==> src/rtl/dscid_consts.vh <==
`ifndef DSCID_CONSTS_VH
`define DSCID_CONSTS_VH
// Word layout
`define DSCID_WORD_W 24
`define DSCID_OPC_HI 23
`define DSCID_OPC_LO 16
`define DSCID_W2_ZERO 8'h00
// Control opcodes
`define DSCID_OP_NOP 8'h00
`define DSCID_OP_BRA_COMP 8'h01
`define DSCID_OP_CALL 8'h02
`define DSCID_OP_CALL_IND 8'h03
`define DSCID_OP_GOTO 8'h04
`define DSCID_OP_GOTO_IND 8'h05
`define DSCID_OP_RETURN 8'h06
`define DSCID_OP_RETINT 8'h07
`define DSCID_OP_DO 8'h08
`define DSCID_OP_BCOND_LO 8'h30
`define DSCID_OP_BCOND_HI 8'h35
`define DSCID_OP_BRA 8'h37
`define DSCID_OP_TBLRD 8'h3A
`define DSCID_OP_TBLWR 8'h3B
`define DSCID_OP_SKIP 8'h3C
`define DSCID_OP_MOVD 8'h3E
// Operand classes
`define DSCID_CLS_NOP 3'h0
`define DSCID_CLS_CTRL 3'h1
`define DSCID_CLS_WREG3 3'h2
`define DSCID_CLS_FILE 3'h3
`define DSCID_CLS_LIT 3'h4
`define DSCID_CLS_BIT 3'h5
`define DSCID_CLS_MAC 3'h6
`define DSCID_CLS_DSP 3'h7
// Operand sizes
`define DSCID_SIZE_WORD 2'h0
`define DSCID_SIZE_BYTE 2'h1
`define DSCID_SIZE_DBL 2'h2
// Cycle counts
`define DSCID_CYC_1 2'h1
`define DSCID_CYC_2 2'h2
`define DSCID_CYC_3 2'h3
// Operand limits and fixed registers
`define DSCID_TEN_BIT_UNSIGNED_LITERAL_BYTE_MAX 10'h0FF
`define DSCID_MUL_BASE 4'h4
`define DSCID_AWB_REG 4'hD
`define DSCID_AWB_STEP 4'h2
// Flag positions
`define DSCID_F_C 0
`define DSCID_F_DC 1
`define DSCID_F_N 2
`define DSCID_F_OV 3
`define DSCID_F_Z 4
`define DSCID_D_OA 0
`define DSCID_D_OB 1
`define DSCID_D_SA 2
`define DSCID_D_SB 3
`endif

==> src/rtl/dscid_decoder.v <==
`timescale 1ns/10ps
`include "dscid_consts.vh"

module dscid_decoder (
  // Clock and reset
  input wire CLK_SYS,
  input wire RST_N,
  // Program memory fetch
  input wire FETCH_VALID,
  input wire [23:0] FETCH_WORD,
  output wire FETCH_READY,
  // Execution condition results, valid with the word
  input wire COND_TRUE,
  input wire SKIP_TAKEN,
  // Decoded instruction
  output reg DEC_VALID,
  output reg DEC_NOP,
  output reg NOP_SLOT,
  output reg [7:0] DEC_OPCODE,
  output reg [2:0] DEC_CLASS,
  output reg [1:0] DEC_CYCLES,
  output reg [1:0] DEC_SIZE,
  output reg DEC_SHADOW,
  // Register and file operands
  output reg [12:0] FILE_ADDR,
  output reg DEST_IS_DEFAULT_WORKING_REG,
  output reg [3:0] BASE_SOURCE_REG,
  output reg [3:0] SECOND_SOURCE_REG,
  output reg [1:0] SECOND_SOURCE_MODE,
  output reg [3:0] RESULT_DEST_REG,
  output reg [1:0] RESULT_DEST_MODE,
  output reg [3:0] BIT_SELECT_FIELD,
  // Literals
  output reg [9:0] TEN_BIT_UNSIGNED_LITERAL,
  output reg LIT_RANGE_ERR,
  output reg [15:0] TEN_BIT_SIGNED_LITERAL,
  output reg [15:0] SIXTEEN_BIT_SIGNED_LITERAL,
  output reg [22:0] PROGRAM_ADDRESS_LITERAL,
  output reg PROG_ADDR_ERR,
  output reg WORD2_ERR,
  // DSP operands
  output reg ACC_SEL,
  output reg [3:0] MUL_REG_A,
  output reg [3:0] MUL_REG_B,
  output reg MUL_PAIR_ERR,
  output reg [2:0] X_PREFETCH,
  output reg [2:0] Y_PREFETCH,
  output reg [3:0] X_PREFETCH_DEST,
  output reg [3:0] Y_PREFETCH_DEST,
  output reg [3:0] ACC_WRITEBACK_TARGET,
  output reg ACC_WRITEBACK_POSTINC,
  output reg [3:0] ACC_WRITEBACK_STEP,
  output reg SHIFT_FROM_REG,
  output reg [5:0] SHIFT_LIT,
  // Flag updates from the datapath
  input wire [4:0] EXE_FLAG_WE,
  input wire [4:0] EXE_FLAG_VAL,
  input wire EXE_Z_STICKY,
  input wire [3:0] EXE_DSP_WE,
  input wire [3:0] EXE_DSP_VAL,
  // Status flags
  output wire CARRY_FLAG,
  output wire DIGIT_CARRY_FLAG,
  output wire NEGATIVE_FLAG,
  output wire OVERFLOW_FLAG,
  output wire ZERO_FLAG,
  output wire ACC_A_OVERFLOW_FLAG,
  output wire ACC_B_OVERFLOW_FLAG,
  output wire ACC_A_SATURATE_FLAG,
  output wire ACC_B_SATURATE_FLAG
);

  localparam S_DEC = 3'h0;
  localparam S_W2 = 3'h1;
  localparam S_BUSY = 3'h2;
  localparam S_SKIP1 = 3'h3;
  localparam S_SKIP2 = 3'h4;

  function [2:0] cls_of;
    input [7:0] op;
    begin
      if (op == `DSCID_OP_NOP)
        cls_of = `DSCID_CLS_NOP;
      else if (op[7:6] == 2'b00)
        cls_of = `DSCID_CLS_CTRL;
      else
        cls_of = (op[6:4] >= `DSCID_CLS_FILE) ? op[6:4] : `DSCID_CLS_WREG3;
    end
  endfunction

  function two_word;
    input [7:0] op;
    begin
      two_word = (op == `DSCID_OP_CALL) || (op == `DSCID_OP_GOTO) || (op == `DSCID_OP_DO);
    end
  endfunction

  function [1:0] cycles_of;
    input [7:0] op;
    input cond;
    begin
      if (two_word(op) || op == `DSCID_OP_MOVD)
        cycles_of = `DSCID_CYC_2;
      else if (op == `DSCID_OP_RETURN || op == `DSCID_OP_RETINT)
        cycles_of = `DSCID_CYC_3;
      else if (op == `DSCID_OP_BRA || op == `DSCID_OP_BRA_COMP || op == `DSCID_OP_CALL_IND ||
               op == `DSCID_OP_GOTO_IND || op == `DSCID_OP_TBLRD || op == `DSCID_OP_TBLWR)
        cycles_of = `DSCID_CYC_2;
      else if (((op >= `DSCID_OP_BCOND_LO && op <= `DSCID_OP_BCOND_HI) || op == `DSCID_OP_SKIP) && cond)
        cycles_of = `DSCID_CYC_2;
      else
        cycles_of = `DSCID_CYC_1;
    end
  endfunction

  reg [2:0] state;
  reg [1:0] busy;
  reg [23:0] first_word;
  reg [4:0] mcu_flags;
  reg [3:0] dsp_flags;

  wire take = FETCH_VALID && FETCH_READY;
  wire [7:0] in_op = FETCH_WORD[`DSCID_OPC_HI:`DSCID_OPC_LO];
  // During the second word the fields still come from the first
  wire [23:0] dw = (state == S_W2) ? first_word : FETCH_WORD;
  wire [7:0] op = dw[`DSCID_OPC_HI:`DSCID_OPC_LO];
  wire [2:0] cls = cls_of(op);
  wire cond = (op == `DSCID_OP_SKIP) ? SKIP_TAKEN : COND_TRUE;
  wire [1:0] next_cycles = cycles_of(op, cond);
  wire single_emit = (state == S_DEC) && !two_word(in_op);
  wire real_emit = take && (single_emit || state == S_W2);
  wire skip_emit = take && (state == S_SKIP1 || state == S_SKIP2);
  wire [1:0] next_size = (dw[17:16] == 2'h3) ? `DSCID_SIZE_WORD : dw[17:16];
  wire [1:0] mul_a = dw[14:13];
  wire [1:0] mul_b = dw[12:11];

  // Fetch stalls only while extra cycles of an instruction run as NOPs
  assign FETCH_READY = (state != S_BUSY);

  always @(posedge CLK_SYS or negedge RST_N) begin
    if (!RST_N) begin
      state <= S_DEC;
      busy <= 2'h0;
      first_word <= 24'h000000;
      NOP_SLOT <= 1'b0;
    end else begin
      NOP_SLOT <= 1'b0;
      case (state)
        S_DEC: begin
          if (take && two_word(in_op)) begin
            first_word <= FETCH_WORD;
            state <= S_W2;
          end else if (take && op == `DSCID_OP_SKIP && SKIP_TAKEN) begin
            state <= S_SKIP1;
          end else if (take && next_cycles != `DSCID_CYC_1) begin
            busy <= next_cycles - `DSCID_CYC_1;
            state <= S_BUSY;
          end
        end
        S_W2: begin
          if (take) begin
            state <= S_DEC;
          end
        end
        S_BUSY: begin
          NOP_SLOT <= 1'b1;
          busy <= busy - 2'h1;
          if (busy == 2'h1) begin
            state <= S_DEC;
          end
        end
        S_SKIP1: begin
          if (take) begin
            state <= two_word(in_op) ? S_SKIP2 : S_DEC;
          end
        end
        S_SKIP2: begin
          if (take) begin
            state <= S_DEC;
          end
        end
        default: begin
          state <= S_DEC;
        end
      endcase
    end
  end

  always @(posedge CLK_SYS or negedge RST_N) begin
    if (!RST_N) begin
      DEC_VALID <= 1'b0;
      DEC_NOP <= 1'b0;
      DEC_OPCODE <= 8'h00;
      DEC_CLASS <= `DSCID_CLS_NOP;
      DEC_CYCLES <= `DSCID_CYC_1;
      DEC_SIZE <= `DSCID_SIZE_WORD;
      DEC_SHADOW <= 1'b0;
      FILE_ADDR <= 13'h0000;
      DEST_IS_DEFAULT_WORKING_REG <= 1'b0;
      BASE_SOURCE_REG <= 4'h0;
      SECOND_SOURCE_REG <= 4'h0;
      SECOND_SOURCE_MODE <= 2'h0;
      RESULT_DEST_REG <= 4'h0;
      RESULT_DEST_MODE <= 2'h0;
      BIT_SELECT_FIELD <= 4'h0;
      TEN_BIT_UNSIGNED_LITERAL <= 10'h000;
      LIT_RANGE_ERR <= 1'b0;
      TEN_BIT_SIGNED_LITERAL <= 16'h0000;
      SIXTEEN_BIT_SIGNED_LITERAL <= 16'h0000;
      PROGRAM_ADDRESS_LITERAL <= 23'h000000;
      PROG_ADDR_ERR <= 1'b0;
      WORD2_ERR <= 1'b0;
      ACC_SEL <= 1'b0;
      MUL_REG_A <= `DSCID_MUL_BASE;
      MUL_REG_B <= `DSCID_MUL_BASE;
      MUL_PAIR_ERR <= 1'b0;
      X_PREFETCH <= 3'h0;
      Y_PREFETCH <= 3'h0;
      X_PREFETCH_DEST <= `DSCID_MUL_BASE;
      Y_PREFETCH_DEST <= `DSCID_MUL_BASE;
      ACC_WRITEBACK_TARGET <= `DSCID_AWB_REG;
      ACC_WRITEBACK_POSTINC <= 1'b0;
      ACC_WRITEBACK_STEP <= 4'h0;
      SHIFT_FROM_REG <= 1'b0;
      SHIFT_LIT <= 6'h00;
    end else begin
      DEC_VALID <= real_emit || skip_emit;
      if (skip_emit) begin
        DEC_NOP <= 1'b1;
        DEC_OPCODE <= `DSCID_OP_NOP;
        DEC_CLASS <= `DSCID_CLS_NOP;
        DEC_CYCLES <= `DSCID_CYC_1;
      end else if (real_emit) begin
        DEC_NOP <= (cls == `DSCID_CLS_NOP);
        DEC_OPCODE <= op;
        DEC_CLASS <= cls;
        DEC_CYCLES <= next_cycles;
        DEC_SIZE <= next_size;
        DEC_SHADOW <= dw[18];
        FILE_ADDR <= dw[12:0];
        DEST_IS_DEFAULT_WORKING_REG <= dw[13];
        BASE_SOURCE_REG <= dw[15:12];
        SECOND_SOURCE_MODE <= dw[11:10];
        SECOND_SOURCE_REG <= dw[9:6];
        RESULT_DEST_MODE <= dw[5:4];
        RESULT_DEST_REG <= dw[3:0];
        BIT_SELECT_FIELD <= dw[15:12];
        TEN_BIT_UNSIGNED_LITERAL <= dw[13:4];
        LIT_RANGE_ERR <= (cls == `DSCID_CLS_LIT) && (next_size == `DSCID_SIZE_BYTE) &&
                         (dw[13:4] > `DSCID_TEN_BIT_UNSIGNED_LITERAL_BYTE_MAX);
        TEN_BIT_SIGNED_LITERAL <= {{6{dw[13]}}, dw[13:4]};
        SIXTEEN_BIT_SIGNED_LITERAL <= dw[15:0];
        PROGRAM_ADDRESS_LITERAL <= {FETCH_WORD[6:0], first_word[15:0]};
        PROG_ADDR_ERR <= (state == S_W2) && first_word[0];
        WORD2_ERR <= (state == S_W2) && (in_op != `DSCID_W2_ZERO);
        ACC_SEL <= dw[15];
        MUL_REG_A <= `DSCID_MUL_BASE + {2'b00, mul_a};
        MUL_REG_B <= `DSCID_MUL_BASE + {2'b00, mul_b};
        // Pairs are kept in ascending order so each distinct pair has one code
        MUL_PAIR_ERR <= (cls == `DSCID_CLS_MAC) && (op[0] ? (mul_a != mul_b) : (mul_a >= mul_b));
        X_PREFETCH <= dw[10:8];
        Y_PREFETCH <= dw[7:5];
        X_PREFETCH_DEST <= `DSCID_MUL_BASE + {2'b00, dw[4:3]};
        Y_PREFETCH_DEST <= `DSCID_MUL_BASE + {2'b00, dw[2:1]};
        ACC_WRITEBACK_TARGET <= `DSCID_AWB_REG;
        ACC_WRITEBACK_POSTINC <= dw[0];
        ACC_WRITEBACK_STEP <= dw[0] ? `DSCID_AWB_STEP : 4'h0;
        SHIFT_FROM_REG <= dw[14];
        SHIFT_LIT <= dw[13:8];
      end
    end
  end

  always @(posedge CLK_SYS or negedge RST_N) begin
    if (!RST_N) begin
      mcu_flags <= 5'h00;
    end else begin
      if (EXE_FLAG_WE[`DSCID_F_C])
        mcu_flags[`DSCID_F_C] <= EXE_FLAG_VAL[`DSCID_F_C];
      if (EXE_FLAG_WE[`DSCID_F_DC])
        mcu_flags[`DSCID_F_DC] <= EXE_FLAG_VAL[`DSCID_F_DC];
      if (EXE_FLAG_WE[`DSCID_F_N])
        mcu_flags[`DSCID_F_N] <= EXE_FLAG_VAL[`DSCID_F_N];
      if (EXE_FLAG_WE[`DSCID_F_OV])
        mcu_flags[`DSCID_F_OV] <= EXE_FLAG_VAL[`DSCID_F_OV];
      // Sticky update can only clear zero, so multi-word results chain correctly
      if (EXE_FLAG_WE[`DSCID_F_Z])
        mcu_flags[`DSCID_F_Z] <= EXE_Z_STICKY ? (mcu_flags[`DSCID_F_Z] & EXE_FLAG_VAL[`DSCID_F_Z]) :
                                 EXE_FLAG_VAL[`DSCID_F_Z];
    end
  end

  genvar g;
  generate
    for (g = 0; g < 4; g = g + 1) begin : dsp_flag
      always @(posedge CLK_SYS or negedge RST_N) begin
        if (!RST_N)
          dsp_flags[g] <= 1'b0;
        else if (EXE_DSP_WE[g])
          dsp_flags[g] <= EXE_DSP_VAL[g];
      end
    end
  endgenerate

  assign CARRY_FLAG = mcu_flags[`DSCID_F_C];
  assign DIGIT_CARRY_FLAG = mcu_flags[`DSCID_F_DC];
  assign NEGATIVE_FLAG = mcu_flags[`DSCID_F_N];
  assign OVERFLOW_FLAG = mcu_flags[`DSCID_F_OV];
  assign ZERO_FLAG = mcu_flags[`DSCID_F_Z];
  assign ACC_A_OVERFLOW_FLAG = dsp_flags[`DSCID_D_OA];
  assign ACC_B_OVERFLOW_FLAG = dsp_flags[`DSCID_D_OB];
  assign ACC_A_SATURATE_FLAG = dsp_flags[`DSCID_D_SA];
  assign ACC_B_SATURATE_FLAG = dsp_flags[`DSCID_D_SB];

endmodule

==> config.mk <==
export PLATFORM = sky130hd
export DESIGN_NAME = dscid_decoder
export DESIGN_NICKNAME = d
export VERILOG_FILES = /design/src/rtl/dscid_decoder.v
export VERILOG_INCLUDE_DIRS = /design/src /design/src/rtl
export SDC_FILE = /design/constraint.sdc
export NUM_CORES = 1
export LEC_CHECK = 0
export BUFFER_PORTS_ARGS = -buffer_cell sky130_fd_sc_hd__buf_2
export CAP_MARGIN = 10
export CORE_MARGIN = 3
export CORE_UTILIZATION = 45
export DETAILED_ROUTE_END_ITERATION = 10
export PLACE_DENSITY = 0.72
export SLEW_MARGIN = 20
export SYNTH_ARGS = -nofsm -noshare
export SYNTH_HDL_FRONTEND = slang
export SYNTH_SLANG_ARGS = --single-unit
==> constraint.sdc <==
create_clock -name CLK_SYS -period 3.1 [get_ports CLK_SYS]
set_input_delay 0.31 -clock CLK_SYS [delete_from_list [all_inputs] [get_ports CLK_SYS]]
set_output_delay 0.31 -clock CLK_SYS [all_outputs]
set_load 0.02 [all_outputs]
Word-level counts from Yosys, hierarchy flattened
Index checks and enable logic that the tools add are counted.
- output and inout port bits: 171
- bits in registers: 185
- input bits: 48
- logic and storage cells: 171
- equality and inequality tests: 35
- reduce and logical (&&, ||, !) cells: 43
- bitwise gates (word level): 2
- order comparisons: 5
- add/sub/neg operators: 6
- multiplexer cells: 34
- operators by type and width (operator ; count):
    $eq 8x3->1 const B ; 5
    $eq 8x6->1 const B ; 5
    $mux 3 ; 12
    $eq 8x2->1 const B ; 3
    $mux 24 ; 1
    $mux 2 ; 11
    $add 3x2->4 const A ; 4
    $eq 8x4->1 const B ; 2
    $mux 8 ; 2
    $logic_and 1x1->1 ; 15
    $logic_or 1x1->1 ; 15
    $pmux 3 s4 ; 1
    $gt 10x8->1 const B ; 1
    $eq 3x3->1 const B ; 3
    $eq 8x1->1 const B ; 1
    $ge 8x6->1 const B ; 1
    $le 8x6->1 const B ; 1
    $logic_not 8->1 ; 1
    $ne 2x2->1 const B ; 4
    $reduce_and 4->1 ; 2
    $reduce_bool 8->1 ; 1
    $eq 3x2->1 const B ; 2
    $logic_not 3->1 ; 2
    $mux 1 ; 6
    other kinds (18) ; 24

Longest topological paths before layout
Gate-level depths: netlist of run 1.
- depth in word-level cells: 17
- depth in mapped cells: 12
- mapped depth without buffers: 11

Worst setup path after synthesis of run 1
No wires, ideal clock.
- path type: register -> register
- start: register state[2]
- end: register busy[0]
- data arrival time: 2466 ps
- period minus slack after synthesis: 2555 ps
- cell stages (with the launch flop): 11
- required time: 3011 ps
- path buffers: 1
- slack: 545 ps
- library setup time: 89 ps
- cell sequence: dfrtp_1 -> nor3b_4 -> buf_6 -> mux2i_1 -> a311oi_2 -> and3_2 -> ha_1 -> nor4_1 -> nand3_1 -> or3_1 -> o211ai_1
- longest elaborated chain between the ends: 16
- ends and longest elaborated chain (what ; RTL line ; RTL):
    start: declaration ; dscid_decoder.v:116 ; reg [2:0] state;
    start signal: assignment ; dscid_decoder.v:174 ; state <= two_word(in_op) ? S_SKIP2 : S_DEC;
    parallel branches: the longest is 16 deep, another holds $ge 8x6->1 ; n/a ;
    end signal: assignment ; dscid_decoder.v:156 ; busy <= next_cycles - `DSCID_CYC_1;
    end signal: assignment ; dscid_decoder.v:167 ; busy <= busy - 2'h1;
    end: declaration ; dscid_decoder.v:117 ; reg [1:0] busy;
Parallel ways; which one is timed is not known. The select of a mux whose other input is x is not followed.
A chain may end at the register's enable or synchronous reset.

Final worst setup path of run 1
Ends and elaborated chain as after synthesis.

==> qor.csv, run 1 <==
stage,metric,value,unit
status,outcome,completed,
grt,grt_max_degree,93,
final_layout,final_common_cell,buf_2,
clock_tree,cts_tree,yes,
final_layout,n_antenna_cell,0,
clock_tree,cts_max_path_buffers,2,
timing,period_share,91.3,%
critical_path,crit_required,3.36,ns
final_layout,finalNetCount,656,
timing,tns,0,ns
routing,wl,11900,um
routing,wl_per_cell,15.9,um
critical_path,r2r_start,state[2],
timing,finalSetupViolations,0,
clock_tree,clk_latency,0.34,ns
critical_path,worstPathMaxFanout,32,
placement,gp_congestion,0.925,
critical_path,r2r_cells,12,
synthesis,synth_cell_type_count,61,
grt,grt_pass1_vias,3747,
timing,clock_skew,0.00888,ns
synthesis,synth-seq-cells,100,
timing,holdWs,0.100,ns
synthesis,async_flop_share,100,%
floorplan,die_y,117,um
routing,initialDrtViolationCount,228,
timing,rsz0062_at_grt,false,
floorplan,row_count,39,
floorplan,coreArea,0.0117,sq mm
floorplan,design.die.area,0.0136,sq mm
timing,maxSlewViolCount,0,
power,ir_worst_vdd,356,uV
timing,worst_slew_pin_slew,0.914,ns
floorplan,start_util,47.1,%
critical_path,critPathKind,reg -> reg,
final_layout,final_cell_mix,"202 x buf_2, 99 x dfrtp_1, 47 x nand2_1",
critical_path,crit_arrival,3.09,ns
synthesis,synth_area,0.00550,sq mm
power,power.density,854,mW/mm^2
power,total_power,0.00531,W
synthesis,ys_seq_area_share,45.5,%
synthesis,syn_area_per_cell,11.2,sq um
timing,fin_crit,2.83,ns
placement,io_buffer_count,203,
critical_path,r2r_end,busy[0],
routing,drc_errors,0,
clock_tree,clk_pin_slew,0.07,ns
critical_path,start_kind,register,
routing,via_per_inst,5.13,
placement,dpl.hpwl,8590,um
final_layout,final_core_util,53.3,%
critical_path,ff2ff_setup_slack,0.27,ns
floorplan,io_pins,219,
clock_tree,ctsResizeCount,0,
grt,grt_use_total,17.1,%
synthesis,synth_ff_type,dfrtp_1,
synthesis,ys_warn_count,0,
grt,grt_pass1_wl,18700,um
worst_hold_path,hold_class,in -> async,
clock_tree,numCtsBuffers,9,
final_layout,drive_above_1_share,49.6,%
routing,ant_nets,0,
clock_tree,root_buffer,clkbuf_16,
clock_tree,cts.htree.levels,3,
routing,first_pass_iters,4,
flow_run,max_cap_violations,0,
final_layout,area_delta_synth_final,13.2,%
routing,vias,3855,
timing,relSlewSlack,39.1,%
grt,grt.overflow.total,0,
synthesis,netlist_instances,492,
grt,antenna_found_initial,0,
floorplan,die-width,117,um
clock_tree,cts.sinks,100,
timing,clock.fmax,353,MHz
power,p_leak,3.23,nW
timing,hold_viol,0,
synthesis,synth_edf_count,0,
critical_path,crit_path_end_kind,register,
-- kinds of logic after synthesis --
| family | synth area share (%) |
|---|---|
| compound gates | 9.17 |
| flops | 45.5 |
| simple gates | 10.7 |
| xor+xnor | 0.319 |
| buf+inv | 17.1 |
| mux | 16.1 |
| fa+ha+maj | 0.911 |
| other cells | 0.137 |
-- layout make-up --
| cell class | count | area [sq um] |
|---|---|---|
| inverter | 8 | 30.0 |
| clock buffer | 11 | 243 |
| sequential | 100 | 2500 |
| multi-input combinational | 274 | 2110 |
| clock inverter | 5 | 37.5 |
| timing repair buffer | 211 | 1120 |
| tap | 143 | 179 |
| fill | 1040 | 5440 |
-- power by group --
| part | internal (W) | total, W | switching (W) | leakage, nW |
|---|---|---|---|---|
| registers | 0.00165 | 0.00194 | 0.000286 | 1.28 |
| clock network | 0.000568 | 0.00105 | 0.000483 | 0.132 |
| logic | 0.000800 | 0.00232 | 0.00152 | 1.82 |
-- synthesized netlist by cell type, drive strengths merged, types with 3 or more instances --
master	n	area (sq um)
inv	8	30.0
and2	6	37.5
mux2i	23	230
dfrtp	99	2480
mux2	53	657
nor2	5	18.8
nor4	3	33.8
a31o	3	26.3
nand2	47	176
a21oi	7	38.8
nand2b	4	25.0
buf	121	902
nand3	18	90.1
o21ai	38	201
o211ai	8	70.1
ha	4	50.1
-- worst max path at each step --
stage / slack, ns / from / endpoint / cells after the start
2_1_floorplan: 0.55 / state[2] / busy[0] / 10
3_3_place_gp: 0.23 / state[2] / busy[0] / 11
3_5_place_dp: 0.1 / state[2] / busy[0] / 11
4_1_cts: 0.09 / state[2] / busy[0] / 11
5_1_grt: 0.04 / state[2] / busy[0] / 12
6_report: 0.27 / state[2] / busy[0] / 12
-- worst max-delay path, stage by stage, from the launching register on --
cell      delay, ns
dfrtp_1        0.49
nor3b_4        0.26
buf_12         0.15
buf_12         0.21
nand3_1        0.10
o211ai_1       0.14
a311oi_2       0.15
and3_2         0.25
ha_1           0.22
nor4_1         0.17
nand3_1        0.17
or3_1          0.34
o211ai_1       0.08
-- metal layers --
metal	routed length [um]	part of all wire (%)	global-route usage (%)
met2	6060	51	29.7
met5	0	0	0
met1	5080	43	22.0
met3	706	5.9	3.16
met4	81	0.68	4.56
-- registers in the layout, summed over array words and instances, names as in the netlist, 2 cells and up --
| signal | count |
|---|---|
| DEC_CLASS | 3 |
| busy | 2 |
| mcu_flags | 5 |
| FILE_ADDR | 12 |
| BIT_SELECT_FIELD | 4 |
| first_word | 24 |
| DEC_OPCODE | 8 |
| DEC_CYCLES | 2 |
| state | 3 |
| DEC_SIZE | 2 |
| PROGRAM_ADDRESS_LITERAL | 23 |
-- metrics by stage --
stage / instance area [sq um] / worst slack (ns) / std cells
after detailed placement: 5910 / 0.0989 / 734
after CTS: 6190 / 0.0859 / 750
final: 6220 / 0.270 / 752
after global routing: 6220 / 0.0441 / 752
after global placement: 5910 / 0.226 / 734
after floorplan: 5550 / 0.545 / 505
-- timing repair --
| action | 4_1_cts | 5_1_grt |
|---|---|---|
| setup endpoints to repair | 0 | 2 |
| hold endpoints to repair | 0 | 0 |
| hold buffers | 0 | 0 |
| buffers inserted | 0 | 2 |
(Power assumes the default switching activity.)
==> run 2, diff against run 1 <==
CORE_ASPECT_RATIO = 0.75   (was default)
==> run 2 against run 1 <==
First-iteration DRC count fell by 55%. Flip-flop and latch count did not move. Final cell count rose by 3.2%. Maximum frequency rose by 2.9%. Count of clock-buffer cells in the layout fell by 1. The run now ends with hold timing left. Combinational power barely moved. Non-clock buffer count rose by 5. Clock skew fell by 0.0022 ns. Sequential power barely moved. Sequential share of layout area fell by 0.40 points.
==> qor.csv, run 2 (synthesis results as in run 1) <==
stage,metric,value,unit
critical_path,path_depth,11,
critical_path,crit_path_end_kind,register,
floorplan,row_count,34,
critical_path,max_stage_delay,0.47,ns
timing,rsz0062_at_grt,false,
floorplan,io_pins,219,
status,outcome,"finished, violations left",
grt,grt_use_met3,4.92,%
timing,finalSetupViolations,0,
final_layout,drive_above_1_share,50.0,%
final_layout,regMostFlops,first_word,
routing,initialDrtViolationCount,103,
floorplan,die-width,134,um
timing,maxSlewViolCount,0,
grt,globalRouteMet2Util,26.6,%
grt,grt.overflow.total,0,
worst_hold_path,hold_class,in -> async,
clock_tree,cts_max_path_buffers,2,
final_layout,final_common_cell,buf_2,
clock_tree,root_buffer,clkbuf_16,
flow_run,max_cap_violations,0,
clock_tree,clk_pin_slew,0.07,ns
grt,grt_pass1_wl,18200,um
timing,tns,0,ns
floorplan,design.die.area,0.0136,sq mm
routing,ant_nets,0,
final_layout,n_antenna_cell,0,
placement,io_buffer_count,203,
timing,hold_viol,7,
power,ir_worst_vdd,508,uV
critical_path,cp_top_family,simple AND/OR/NAND/NOR gates,
final_layout,finalNetCount,661,
timing,period_share,88.7,%
timing,relSlewSlack,45.1,%
clock_tree,cts_tree,yes,
routing,wl_per_cell,15.1,um
placement,gp_congestion,0.860,
final_layout,final_cell_mix,"202 x buf_2, 99 x dfrtp_1, 47 x nand2_1",
clock_tree,hold_buffers,0,
power,p_leak,3.25,nW
floorplan,coreArea,0.0117,sq mm
critical_path,r2r_cells,11,
power,power.density,846,mW/mm^2
timing,holdWs,-0.0239,ns
critical_path,worstPathMaxFanout,15,
routing,wl,11700,um
final_layout,largest_reg_flops,24,
critical_path,start_kind,register,
timing,worst_slew_pin_slew,0.824,ns
grt,antenna_found_initial,0,
grt,grt_use_total,16.8,%
placement,dpl.hpwl,8670,um
critical_path,crit_arrival,3.01,ns
timing,clock.fmax,364,MHz
routing,vias,3803,
clock_tree,ctsResizeCount,0,
grt,met1_usage,22.7,%
grt,grt_max_degree,78,
timing,fin_crit,2.75,ns
routing,drc_errors,0,
final_layout,reg_top3,"first_word (24), PROGRAM_ADDRESS_LITERAL (23), FILE_ADDR (12)",
grt,grt.busiest_layer,met2,
critical_path,critPathSlowestCell,dfrtp_1,
clock_tree,cts.sinks,100,
clock_tree,numCtsBuffers,9,
floorplan,die_y,102,um
critical_path,crit_required,3.36,ns
floorplan,start_util,46.8,%
critical_path,ff2ff_setup_slack,0.35,ns
routing,via_per_inst,4.90,
critical_path,critPathKind,reg -> reg,
final_layout,n_fill_cell,1060,
final_layout,area_delta_synth_final,14.3,%
timing,clock_skew,0.00673,ns
critical_path,crit_chain,nor3b_4 -> buf_12 -> buf_4 -> and4_1 -> o21ai_2 -> and3_2 -> ha_1 -> nor4_1 -> nand3_1 -> or3_1 -> o211ai_1,
clock_tree,clk_latency,0.34,ns
routing,first_pass_iters,4,
status,violations,hold timing,
clock_tree,cts.htree.levels,3,
critical_path,path_buf_inv,2,
grt,grt_pass1_vias,3532,
[run 2: changes by cell type in the layout (fill, tap and decap cells not counted), sizes merged]
cell,delta
clkbuf,-1
inv,+1
buf,+5
[run 2: final timing paths]
path,startpoint,to
max,state[2],busy[0]
min,RST_N,NOP_SLOT
max reg2reg,state[2],busy[0]
min reg2reg,DEC_SIZE[0],DEC_SIZE[0]
max in group asynchronous,RST_N,DEC_OPCODE[1]
min in group CLK_SYS,EXE_FLAG_WE[4],mcu_flags[4]
[run 2: through the flow]
step           cell area (sq um)  power [W]  utilization (%)  setup WS [ns]  cells
6_report                    6280    0.00532             53.5          0.350    776
5_1_grt                     6280    0.00562             53.5          0.193    776
4_1_cts                     6240    0.00540             53.1          0.137    774
3_5_place_dp                5960    0.00432             50.8          0.140    758
3_3_place_gp                5960    0.00429             50.8          0.213    758
2_1_floorplan               5550    0.00401                -          0.545    505
[run 2: routing by layer]
metal / part of all wire, % / wire length [um] / up-vias
li1: - / - / 1819
met4: 0.36 / 42 / 0
met2: 46 / 5380 / 144
met1: 46 / 5440 / 1834
met5: 0 / 0 / -
met3: 7.3 / 858 / 6
[run 2: timing repair]
action                                 4_1_cts  5_1_grt
setup endpoints to repair                    0        1
endpoints found under the hold margin        0        0
setup buffers                                0        2
[run 2: area by class of cell]
| cell class | instances | area, sq um | area share (%) |
|---|---|---|---|
| repair buffers | 216 | 1160 | 18.4 |
| flip-flops and latches | 100 | 2500 | 39.8 |
| inverters | 8 | 30.0 | 0.478 |
| multi-input cells | 274 | 2110 | 33.6 |
| clock buffers | 10 | 229 | 3.64 |
| well taps | 162 | 203 | 3.23 |
| clock inverters | 6 | 48.8 | 0.777 |
[run 2: power by group]
group	total, W	switching, W	internal (W)
Combinational	0.00233	0.00152	0.000811
Sequential	0.00194	0.000289	0.00165
Clock	0.00104	0.000494	0.000551
Total	0.00532	0.00230	0.00301
